===== config.mk =====
export PLATFORM = sky130hd
export DESIGN_NAME = syt_timer_regs
export DESIGN_NICKNAME = d
export VERILOG_FILES = /design/src/hdl/syt_pkg.sv /design/src/hdl/syt_timer_regs.sv /design/src/hdl/syt_down_counter.sv
export SDC_FILE = /design/constraint.sdc
export NUM_CORES = 1
export LEC_CHECK = 0
export CAP_MARGIN = 20
export CELL_PAD_IN_SITES_DETAIL_PLACEMENT = 1
export CELL_PAD_IN_SITES_GLOBAL_PLACEMENT = 2
export CORE_MARGIN = 8
export CORE_UTILIZATION = 40
export CTS_CLUSTER_SIZE = 8
export DETAILED_ROUTE_END_ITERATION = 7
export DONT_BUFFER_PORTS = 1
export GPL_TIMING_DRIVEN = 0
export PLACE_DENSITY_LB_ADDON = 0.2
export SETUP_SLACK_MARGIN = 0.05
export SLEW_MARGIN = 20
export SYNTH_ARGS = -nofsm -noshare
export SYNTH_HDL_FRONTEND = slang
export SYNTH_SLANG_ARGS = --single-unit

===== constraint.sdc =====
create_clock -name aclk -period 5.4 [get_ports aclk]
set_clock_uncertainty 0.1 [all_clocks]
set_input_delay 0.54 -clock aclk [delete_from_list [all_inputs] [get_ports aclk]]
set_output_delay 0.54 -clock aclk [all_outputs]
set_load 0.03 [all_outputs]

===== src/hdl/syt_pkg.sv =====
// Package: register map, field layout and reset values of the system timer
`default_nettype none
package syt_pkg;
  localparam logic [31:0] BASE_ADDR      = 32'hFFFF8000;
  localparam logic [7:0]  OFS_CONTROL    = 8'h00;
  localparam logic [7:0]  OFS_PERIOD     = 8'h04;
  localparam logic [7:0]  OFS_WATCHDOG   = 8'h08;
  localparam logic [7:0]  OFS_REALTIME   = 8'h0C;
  localparam logic [7:0]  OFS_STATUS     = 8'h10;
  localparam logic [7:0]  OFS_IRQ_ENABLE = 8'h14;
  localparam logic [7:0]  OFS_IRQ_DISABL = 8'h18;
  localparam logic [7:0]  OFS_IRQ_MASK   = 8'h1C;
  localparam logic [7:0]  OFS_ALARM      = 8'h20;
  localparam logic [7:0]  OFS_SECONDS    = 8'h24;

  localparam int          RESTART_BIT    = 0;
  localparam int          OVERFLOW_RESET_ENABLE_BIT      = 16;
  localparam int          OVERFLOW_OUTPUT_ENABLE_BIT      = 17;
  localparam int          FLAG_PERIOD    = 0;
  localparam int          FLAG_WATCHDOG  = 1;
  localparam int          FLAG_TICK      = 2;
  localparam int          FLAG_ALARM     = 3;

  localparam logic [15:0] PERIOD_RESET   = 16'h0000;
  localparam logic [17:0] WATCHDOG_RESET = 18'h20000;
  localparam logic [15:0] REALTIME_RESET = 16'h8000;
  localparam logic [19:0] ALARM_RESET    = 20'h00000;
  localparam logic [3:0]  MASK_RESET     = 4'h0;

  localparam int          WD_DIV_WIDTH   = 7;
  localparam logic [6:0]  WD_DIV_PRELOAD = 7'h00;
  localparam logic [3:0]  OVF_OUT_CYCLES = 4'h8;

  localparam logic [1:0]  RESP_OKAY      = 2'b00;
  localparam logic [1:0]  RESP_SLVERR    = 2'b10;

  typedef struct packed {
    logic alarm;
    logic tick;
    logic watchdog;
    logic period;
  } syt_flags_type;
endpackage
`default_nettype wire


===== src/hdl/syt_timer_regs.sv =====
// System timer: AXI4-Lite registers, interval, watchdog and seconds timers
// Operation
// Ten word registers at offsets 0x00 to 0x24
// Control bit 0 one restarts watchdog
// Period preload; zero means 65536 slow cycles
// Watchdog preload; zero means 65536 times 128
// Reset-enable bit 16 makes overflow reset
// Bit 17 drives overflow output low 8 slow cycles
// Prescale sets slow periods per seconds increment
// Status bit 0: interval reached zero
// Status bit 1: watchdog reached zero
// Status bit 2: seconds counter incremented
// Status bit 3: seconds matched alarm
// Reset values: maximum periods, watchdog 0x00020000
// Interval auto-reloads; period write restarts it
// Watchdog on slow/128; restart resets divider
// Twenty-bit seconds counter, rolls over, compared
// Realtime write restarts prescaler, clears seconds
// Interrupt from masked flags; no lost events
// Slow clock synchronised before flags set
//
// The AXI4-Lite interface to the registers was decided locally.
`default_nettype none
module syt_timer_regs #(
  parameter int ADDR_WIDTH = 8
) (
  input  wire logic                  aclk,
  input  wire logic                  aresetn,
  input  wire logic [ADDR_WIDTH-1:0] s_axi_awaddr,
  input  wire logic                  s_axi_awvalid,
  output var  logic                  s_axi_awready,
  input  wire logic [31:0]           s_axi_wdata,
  input  wire logic [3:0]            s_axi_wstrb,
  input  wire logic                  s_axi_wvalid,
  output var  logic                  s_axi_wready,
  output var  logic [1:0]            s_axi_bresp,
  output var  logic                  s_axi_bvalid,
  input  wire logic                  s_axi_bready,
  input  wire logic [ADDR_WIDTH-1:0] s_axi_araddr,
  input  wire logic                  s_axi_arvalid,
  output var  logic                  s_axi_arready,
  output var  logic [31:0]           s_axi_rdata,
  output var  logic [1:0]            s_axi_rresp,
  output var  logic                  s_axi_rvalid,
  input  wire logic                  s_axi_rready,
  input  wire logic                  slow_clock,
  output var  logic                  timer_irq,
  output var  logic                  overflow_out_n,
  output var  logic                  watchdog_reset
);
  if (ADDR_WIDTH < 6 || ADDR_WIDTH > 32) begin : g_check
    $error("syt_timer_regs needs ADDR_WIDTH from 6 to 32");
  end

  function automatic logic [31:0] merge_strb(input logic [31:0] old_val,
                                             input logic [31:0] new_val,
                                             input logic [3:0]  strb);
    logic [31:0] res;
    res = old_val;
    for (int i = 0; i < 4; i++) begin
      if (strb[i])
        res[8*i +: 8] = new_val[8*i +: 8];
    end
    return res;
  endfunction

  function automatic logic is_mapped(input logic [7:0] ofs);
    return (ofs[1:0] == 2'b00) && (ofs <= syt_pkg::OFS_SECONDS);
  endfunction

  // Software-visible state
  logic [15:0]            period_preload;
  logic [17:0]            watchdog_mode;
  logic [15:0]            seconds_prescale;
  logic [19:0]            alarm_value;
  logic [19:0]            seconds_count;
  logic [3:0]             irq_mask;
  syt_pkg::syt_flags_type flags;

  // Bus channel state
  logic                   aw_held;
  logic                   w_held;
  logic [7:0]             aw_ofs_q;
  logic [31:0]            w_data_q;
  logic [3:0]             w_strb_q;

  // Slow clock pin synchroniser and qualified level
  logic                   slow_s1;
  logic                   slow_s2;
  logic                   slow_s3;
  logic                   slow_level;
  logic [3:0]             ovf_count;

  wire logic        slow_agree = (slow_s2 == slow_s3);
  wire logic        slow_tick  = slow_agree & slow_s3 & ~slow_level;

  // Write channel handshakes; address and data may come in either order
  wire logic        aw_take    = s_axi_awvalid & s_axi_awready;
  wire logic        w_take     = s_axi_wvalid & s_axi_wready;
  wire logic        have_aw    = aw_held | aw_take;
  wire logic        have_w     = w_held | w_take;
  wire logic        do_write   = have_aw & have_w;
  wire logic [7:0]  wr_ofs     = aw_take ? 8'(s_axi_awaddr) : aw_ofs_q;
  wire logic [31:0] wr_data    = w_take ? s_axi_wdata : w_data_q;
  wire logic [3:0]  wr_strb    = w_take ? s_axi_wstrb : w_strb_q;
  wire logic        next_aw_held = have_aw & ~do_write;
  wire logic        next_w_held  = have_w & ~do_write;
  wire logic        next_bvalid  = do_write | (s_axi_bvalid & ~s_axi_bready);

  wire logic        wr_control = do_write && wr_ofs == syt_pkg::OFS_CONTROL;
  wire logic        wr_period  = do_write && wr_ofs == syt_pkg::OFS_PERIOD;
  wire logic        wr_wdog    = do_write && wr_ofs == syt_pkg::OFS_WATCHDOG;
  wire logic        wr_rtime   = do_write && wr_ofs == syt_pkg::OFS_REALTIME;
  wire logic        wr_ien     = do_write && wr_ofs == syt_pkg::OFS_IRQ_ENABLE;
  wire logic        wr_idis    = do_write && wr_ofs == syt_pkg::OFS_IRQ_DISABL;
  wire logic        wr_alarm   = do_write && wr_ofs == syt_pkg::OFS_ALARM;
  wire logic [31:0] wr_merged_period =
    merge_strb({16'h0000, period_preload}, wr_data, wr_strb);
  wire logic [31:0] wr_merged_wdog =
    merge_strb({14'h0000, watchdog_mode}, wr_data, wr_strb);
  wire logic [31:0] wr_merged_rtime =
    merge_strb({16'h0000, seconds_prescale}, wr_data, wr_strb);
  wire logic [31:0] wr_merged_alarm =
    merge_strb({12'h000, alarm_value}, wr_data, wr_strb);

  // Restart only on a written one; a zero leaves the watchdog alone
  wire logic watchdog_restart =
    wr_control & wr_strb[0] & wr_data[syt_pkg::RESTART_BIT];

  // Read channel
  wire logic        ar_take     = s_axi_arvalid & s_axi_arready;
  wire logic [7:0]  rd_ofs      = 8'(s_axi_araddr);
  wire logic        next_rvalid = ar_take | (s_axi_rvalid & ~s_axi_rready);
  wire logic        rd_status   = ar_take && rd_ofs == syt_pkg::OFS_STATUS;
  wire logic [31:0] rd_value;
  assign rd_value =
    (rd_ofs == syt_pkg::OFS_PERIOD)   ? {16'h0000, period_preload}   :
    (rd_ofs == syt_pkg::OFS_WATCHDOG) ? {14'h0000, watchdog_mode}    :
    (rd_ofs == syt_pkg::OFS_REALTIME) ? {16'h0000, seconds_prescale} :
    (rd_ofs == syt_pkg::OFS_STATUS)   ? {28'h0000000, flags}         :
    (rd_ofs == syt_pkg::OFS_IRQ_MASK) ? {28'h0000000, irq_mask}      :
    (rd_ofs == syt_pkg::OFS_ALARM)    ? {12'h000, alarm_value}       :
    (rd_ofs == syt_pkg::OFS_SECONDS)  ? {12'h000, seconds_count}     :
                                        32'h00000000;

  // A period or realtime write restarts its counter from the value being written, not
  // from the register, which only takes the new value at the same edge
  wire logic [15:0] period_load   =
    wr_period ? wr_merged_period[15:0] : period_preload;
  wire logic [15:0] prescale_load =
    wr_rtime ? wr_merged_rtime[15:0] : seconds_prescale;

  // Timer engines
  logic period_expire;
  logic wd_div_tick;
  logic wd_expire;
  logic prescale_expire;

  syt_down_counter #(
    .WIDTH       (16),
    .RESET_COUNT (syt_pkg::PERIOD_RESET)
  ) u_period (
    .aclk    (aclk),
    .aresetn (aresetn),
    .tick    (slow_tick),
    .restart (wr_period),
    .preload (period_load),
    .expire  (period_expire)
  );

  // Divider by 128 restarts together with the watchdog
  syt_down_counter #(
    .WIDTH       (syt_pkg::WD_DIV_WIDTH),
    .RESET_COUNT (syt_pkg::WD_DIV_PRELOAD)
  ) u_wd_div (
    .aclk    (aclk),
    .aresetn (aresetn),
    .tick    (slow_tick),
    .restart (watchdog_restart),
    .preload (syt_pkg::WD_DIV_PRELOAD),
    .expire  (wd_div_tick)
  );

  // Mode writes leave the running watchdog count untouched
  syt_down_counter #(
    .WIDTH       (16),
    .RESET_COUNT (syt_pkg::WATCHDOG_RESET[15:0])
  ) u_watchdog (
    .aclk    (aclk),
    .aresetn (aresetn),
    .tick    (wd_div_tick),
    .restart (watchdog_restart),
    .preload (watchdog_mode[15:0]),
    .expire  (wd_expire)
  );

  syt_down_counter #(
    .WIDTH       (16),
    .RESET_COUNT (syt_pkg::REALTIME_RESET)
  ) u_prescale (
    .aclk    (aclk),
    .aresetn (aresetn),
    .tick    (slow_tick),
    .restart (wr_rtime),
    .preload (prescale_load),
    .expire  (prescale_expire)
  );

  wire logic [19:0] seconds_inc = seconds_count + 20'h00001;
  wire logic        sec_step    = prescale_expire & ~wr_rtime;
  wire logic        alarm_hit   = sec_step && seconds_inc == alarm_value;

  wire syt_pkg::syt_flags_type flag_set = '{
    alarm:    alarm_hit,
    tick:     sec_step,
    watchdog: wd_expire,
    period:   period_expire
  };
  // A new event in the reading cycle survives the clear
  wire syt_pkg::syt_flags_type next_flags =
    (rd_status ? 4'h0 : flags) | flag_set;

  wire logic [3:0]  next_ovf_count =
    (wd_expire & watchdog_mode[syt_pkg::OVERFLOW_OUTPUT_ENABLE_BIT]) ? syt_pkg::OVF_OUT_CYCLES :
    (slow_tick && ovf_count != 4'h0) ? ovf_count - 4'h1 : ovf_count;

  // Synchroniser: only the second stage reads the first
  always_ff @(posedge aclk) begin
    if (!aresetn) begin
      slow_s1    <= 1'b0;
      slow_s2    <= 1'b0;
      slow_s3    <= 1'b0;
      slow_level <= 1'b0;
    end else begin
      slow_s1    <= slow_clock;
      slow_s2    <= slow_s1;
      slow_s3    <= slow_s2;
      if (slow_agree)
        slow_level <= slow_s3;
    end
  end

  always_ff @(posedge aclk) begin
    if (!aresetn) begin
      aw_held       <= 1'b0;
      w_held        <= 1'b0;
      aw_ofs_q      <= 8'h00;
      w_data_q      <= 32'h00000000;
      w_strb_q      <= 4'h0;
      s_axi_awready <= 1'b0;
      s_axi_wready  <= 1'b0;
      s_axi_bvalid  <= 1'b0;
      s_axi_bresp   <= syt_pkg::RESP_OKAY;
    end else begin
      aw_held       <= next_aw_held;
      w_held        <= next_w_held;
      s_axi_awready <= ~next_aw_held & ~next_bvalid;
      s_axi_wready  <= ~next_w_held & ~next_bvalid;
      s_axi_bvalid  <= next_bvalid;
      if (aw_take)
        aw_ofs_q <= 8'(s_axi_awaddr);
      if (w_take) begin
        w_data_q <= s_axi_wdata;
        w_strb_q <= s_axi_wstrb;
      end
      if (do_write)
        s_axi_bresp <= is_mapped(wr_ofs) ? syt_pkg::RESP_OKAY
                                         : syt_pkg::RESP_SLVERR;
    end
  end

  always_ff @(posedge aclk) begin
    if (!aresetn) begin
      s_axi_arready <= 1'b0;
      s_axi_rvalid  <= 1'b0;
      s_axi_rdata   <= 32'h00000000;
      s_axi_rresp   <= syt_pkg::RESP_OKAY;
    end else begin
      s_axi_arready <= ~next_rvalid;
      s_axi_rvalid  <= next_rvalid;
      if (ar_take) begin
        s_axi_rdata <= is_mapped(rd_ofs) ? rd_value : 32'h00000000;
        s_axi_rresp <= is_mapped(rd_ofs) ? syt_pkg::RESP_OKAY
                                         : syt_pkg::RESP_SLVERR;
      end
    end
  end

  always_ff @(posedge aclk) begin
    if (!aresetn) begin
      period_preload   <= syt_pkg::PERIOD_RESET;
      watchdog_mode    <= syt_pkg::WATCHDOG_RESET;
      seconds_prescale <= syt_pkg::REALTIME_RESET;
      alarm_value      <= syt_pkg::ALARM_RESET;
      irq_mask         <= syt_pkg::MASK_RESET;
    end else begin
      if (wr_period)
        period_preload <= wr_merged_period[15:0];
      if (wr_wdog)
        watchdog_mode <= wr_merged_wdog[17:0];
      if (wr_rtime)
        seconds_prescale <= wr_merged_rtime[15:0];
      if (wr_alarm)
        alarm_value <= wr_merged_alarm[19:0];
      if (wr_ien & wr_strb[0])
        irq_mask <= irq_mask | wr_data[3:0];
      else if (wr_idis & wr_strb[0])
        irq_mask <= irq_mask & ~wr_data[3:0];
    end
  end

  always_ff @(posedge aclk) begin
    if (!aresetn) begin
      seconds_count  <= 20'h00000;
      flags          <= '0;
      ovf_count      <= 4'h0;
      overflow_out_n <= 1'b1;
      watchdog_reset <= 1'b0;
      timer_irq      <= 1'b0;
    end else begin
      if (wr_rtime)
        seconds_count <= 20'h00000;
      else if (sec_step)
        seconds_count <= seconds_inc;
      flags          <= next_flags;
      ovf_count      <= next_ovf_count;
      overflow_out_n <= (next_ovf_count == 4'h0);
      watchdog_reset <= wd_expire & watchdog_mode[syt_pkg::OVERFLOW_RESET_ENABLE_BIT];
      timer_irq      <= |(next_flags & irq_mask);
    end
  end
endmodule // syt_timer_regs
`default_nettype wire


===== src/hdl/syt_down_counter.sv =====
// Reloading down-counter: a preload of zero gives 2**WIDTH ticks
`default_nettype none
module syt_down_counter #(
  parameter int               WIDTH       = 16,
  parameter logic [WIDTH-1:0] RESET_COUNT = '0
) (
  input  wire logic             aclk,
  input  wire logic             aresetn,
  input  wire logic             tick,
  input  wire logic             restart,
  input  wire logic [WIDTH-1:0] preload,
  output var  logic             expire
);
  logic [WIDTH-1:0] count;
  wire              at_one = (count == WIDTH'(1));

  if (WIDTH < 2) begin : g_check
    $error("syt_down_counter needs WIDTH of at least 2");
  end

  // Decrement from zero wraps, so zero means the full range
  always_ff @(posedge aclk) begin
    if (!aresetn) begin
      count  <= RESET_COUNT;
      expire <= 1'b0;
    end else begin
      expire <= tick & at_one & ~restart;
      if (restart)
        count <= preload;
      else if (tick)
        count <= at_one ? preload : count - WIDTH'(1);
    end
  end
endmodule // syt_down_counter
`default_nettype wire


==> impl_metrics.py <==
metrics = {
    "status": {
        "outcome": "completed",
    },
    "setup_path": {
        "crit_start": "s_axi_wready",
        "critPathRequiredTime_ns": 5.65,
        "cp_top_family": "multiplexers",
        "criticalPathCategory": "flop to flop",
        "slowest_stage": "mux2i_1",
        "r2r-end": "u_prescale.count[1]",
        "cp-start-kind": "flop",
        "critPathMaxFanout": 10,
        "worstSetupEndpoint": "u_prescale.count[1]",
        "crit_chain": "nand2_1 > buf_1 > mux2i_1 > inv_1 > mux2i_1 > nor2_1 > nor2_1 > a21oi_1",
        "reg2reg_setup_slack_ns": 1.98,
        "arrival_ns": 3.67,
        "path_buf_inv": 2,
        "r2r_cells": 8,
        "timing.rr.start": "s_axi_wready",
        "endpoint_kind": "flop",
        "worst-path-stages": 8,
        "crit_path_max_incr_delay_ns": 0.89,
    },
    "sta": {
        "rsz0062_at_grt": "no",
        "min_period_ns": 3.42,
        "tns_ns": 0,
        "slew-limit-headroom_pct": 30.7,
        "setup_viol": 0,
        "min_period_over_period_pct": 63.3,
        "worst_pin_slew_ns": 1.04,
        "fmax_mhz": 293,
        "finalHoldViolCount": 0,
        "report.final.slew_viol_count": 0,
    },
    "synth": {
        "syn_avg_cell_area_um2": 8.41,
        "yosys_warnings": 0,
        "ys_ff_latch": 228,
        "yosysTopAreaCell": "dfxtp_1",
        "async_flop_share_pct": 0,
        "synth-edff-count": 0,
        "synth_area_um2": 11200,
        "synth_flop_cell": "dfxtp_1",
        "netlist_instances": 1335,
        "yosysTopAreaCellShare_pct": 40.7,
        "yosys-top-cells-area": "dfxtp_1 41%, nor2_1 7.6%, mux2i_1 5.6%",
        "ys_seq_area_share_pct": 40.7,
        "synthDistinctLibCells": 82,
    },
    "routing": {
        "ant_nets": 0,
        "remaining_drc_errors": 0,
        "wl_per_cell_um": 22.8,
        "drt_iter0_drc": 785,
        "drt-total-wl_mm": 40.4,
        "drt_first_pass_iters": 5,
        "via_per_inst": 5.83,
        "dr_total_vias": 10300,
    },
    "final_layout": {
        "final_layout_size_suffix_gt1_share_pct": 9.01,
        "final_cell_mix": "228 x dfxtp_1, 226 x nor2_1, 102 x nand2_1",
        "final_common_cell": "dfxtp_1",
        "areaGrowthSynthToFinish_pct": 12.8,
        "finalNetCount": 1455,
        "utilization_pct": 45.7,
    },
    "grt": {
        "antenna_found_initial": 3,
        "grt.total_usage_pct": 23.9,
        "overflow": 0,
        "grt_pass1_wl_mm": 62.3,
        "grt_max_degree": 11,
        "first_global_vias": 10400,
    },
    "floorplan": {
        "die-area_um2": 33700,
        "initial_utilization_pct": 40.5,
        "core-area_um2": 27700,
        "die_x_um": 184,
        "io_pins": 104,
        "core.rowCount": 61,
        "fp.dieH_um": 184,
    },
    "pwr": {
        "ir_drop_mv": 0.194,
        "pwr_density_cell_nw_per_um2": 304,
        "leakage_nw": 4.60,
    },
    "cts": {
        "clk_path_buf_depth": 3,
        "ctsResizeCount": 0,
        "htree_levels": 2,
        "path_clk_slew_ns": 0.05,
        "cts_sinks": 228,
        "cts_tree": "built",
        "clock_tree.root_cell": "clkbuf_16",
        "cts_hold_buf": 0,
        "post-cts-setup-buffers": 0,
        "cts_buffers": 34,
        "clock_latency_ns": 0.51,
    },
    "flow_run": {
        "drv_cap": 0,
    },
    "worst_hold_path": {
        "hold_class": "primary input to flop",
        "holdPathStages": 2,
    },
    "place": {
        "post-dp-hpwl_mm": 31.0,
        "io_buffers": 0,
        "gp_congestion": 0.894,
    },
}
==> sequential cells by signal (all words and copies together), names as in the netlist, 3 cells and up, named ones only <==
register,cells
u_wd_div.count,7
ovf_count,4
w_strb_q,3
seconds_prescale,16
aw_ofs_q,8
s_axi_rdata,20
u_watchdog.count,16
alarm_value,20
w_data_q,20
watchdog_mode,18
u_prescale.count,16
period_preload,16
flags,4
u_period.count,16
seconds_count,20
==> cell usage after synthesis (18+ instances only) <==
master,instances
dfxtp_1,228
nor2_1,226
nand2_1,102
a21oi_1,79
mux2i_1,63
clkbuf_1,53
o21ai_0,49
nor3_1,46
and2_1,28
nand3_1,28
xnor2_1,28
inv_1,26
xor2_1,22
a221oi_1,19
buf_4,19
a211oi_1,18
==> how the worst min path moves through the flow <==
stage	startpoint	to	slack, ns
5_1_grt	slow_clock	slow_s1	0.06
6_report	s_axi_awaddr[2]	aw_ofs_q[2]	0.07
4_1_cts	slow_clock	slow_s1	0.06
3_5_place_dp	slow_s1	slow_s2	0.33
3_3_place_gp	slow_s1	slow_s2	0.32
2_1_floorplan	slow_s1	slow_s2	0.31
==> layer usage <==
metal | share of wire [%] | routed length (um) | up-vias | GRT usage (%)
met5 | 0.030 | 12 | - | 0
met4 | 3.7 | 1500 | 2 | 9.21
met3 | 8.0 | 3210 | 91 | 5.97
met2 | 44 | 17600 | 301 | 37.2
met1 | 45 | 18000 | 5041 | 31.5
li1 | - | - | 4864 | -
==> cell families after synthesis <==
group	count (synthesis)	share of synthesized area, %
AND/OR/NAND/NOR	555	24.1
AO/OA/AOI/OAI	289	17.6
flip-flops	228	40.7
buffers and inverters	120	4.90
multiplexers	81	7.52
XOR/XNOR	50	3.90
adder cells (fa/ha/maj)	11	1.23
other	1	0.0334
==> layout make-up <==
class	count	area [um^2]
clock buffer	38	897
tap	378	473
multi-input combinational	1000	6160
buffer	93	449
inverter	27	101
fill	3298	15000
sequential	228	4560
clock inverter	1	8.76
antenna	3	7.51
==> report_power, final <==
group	internal (mW)	leakage, nW	switching (mW)	total [mW]
clock	1.15	0.445	0.735	1.89
combinational	0.0653	2.32	0.165	0.231
sequential	1.71	1.84	0.0205	1.73
total	2.93	4.60	0.921	3.85
==> per-stage QoR <==
stage	setup slack [ns]	instance area, um^2	instances	hold slack, ns	total power, mW
6_report	1.98	12700	1768	0.0738	3.85
5_1_grt	1.72	12700	1766	0.0573	3.98
4_1_cts	1.99	12700	1765	0.0573	3.88
3_5_place_dp	2.01	11700	1726	0.331	1.99
3_3_place_gp	2.03	11700	1726	0.325	1.98
2_1_floorplan	2.65	11300	1348	0.312	1.91
(Power assumes the default switching activity.)
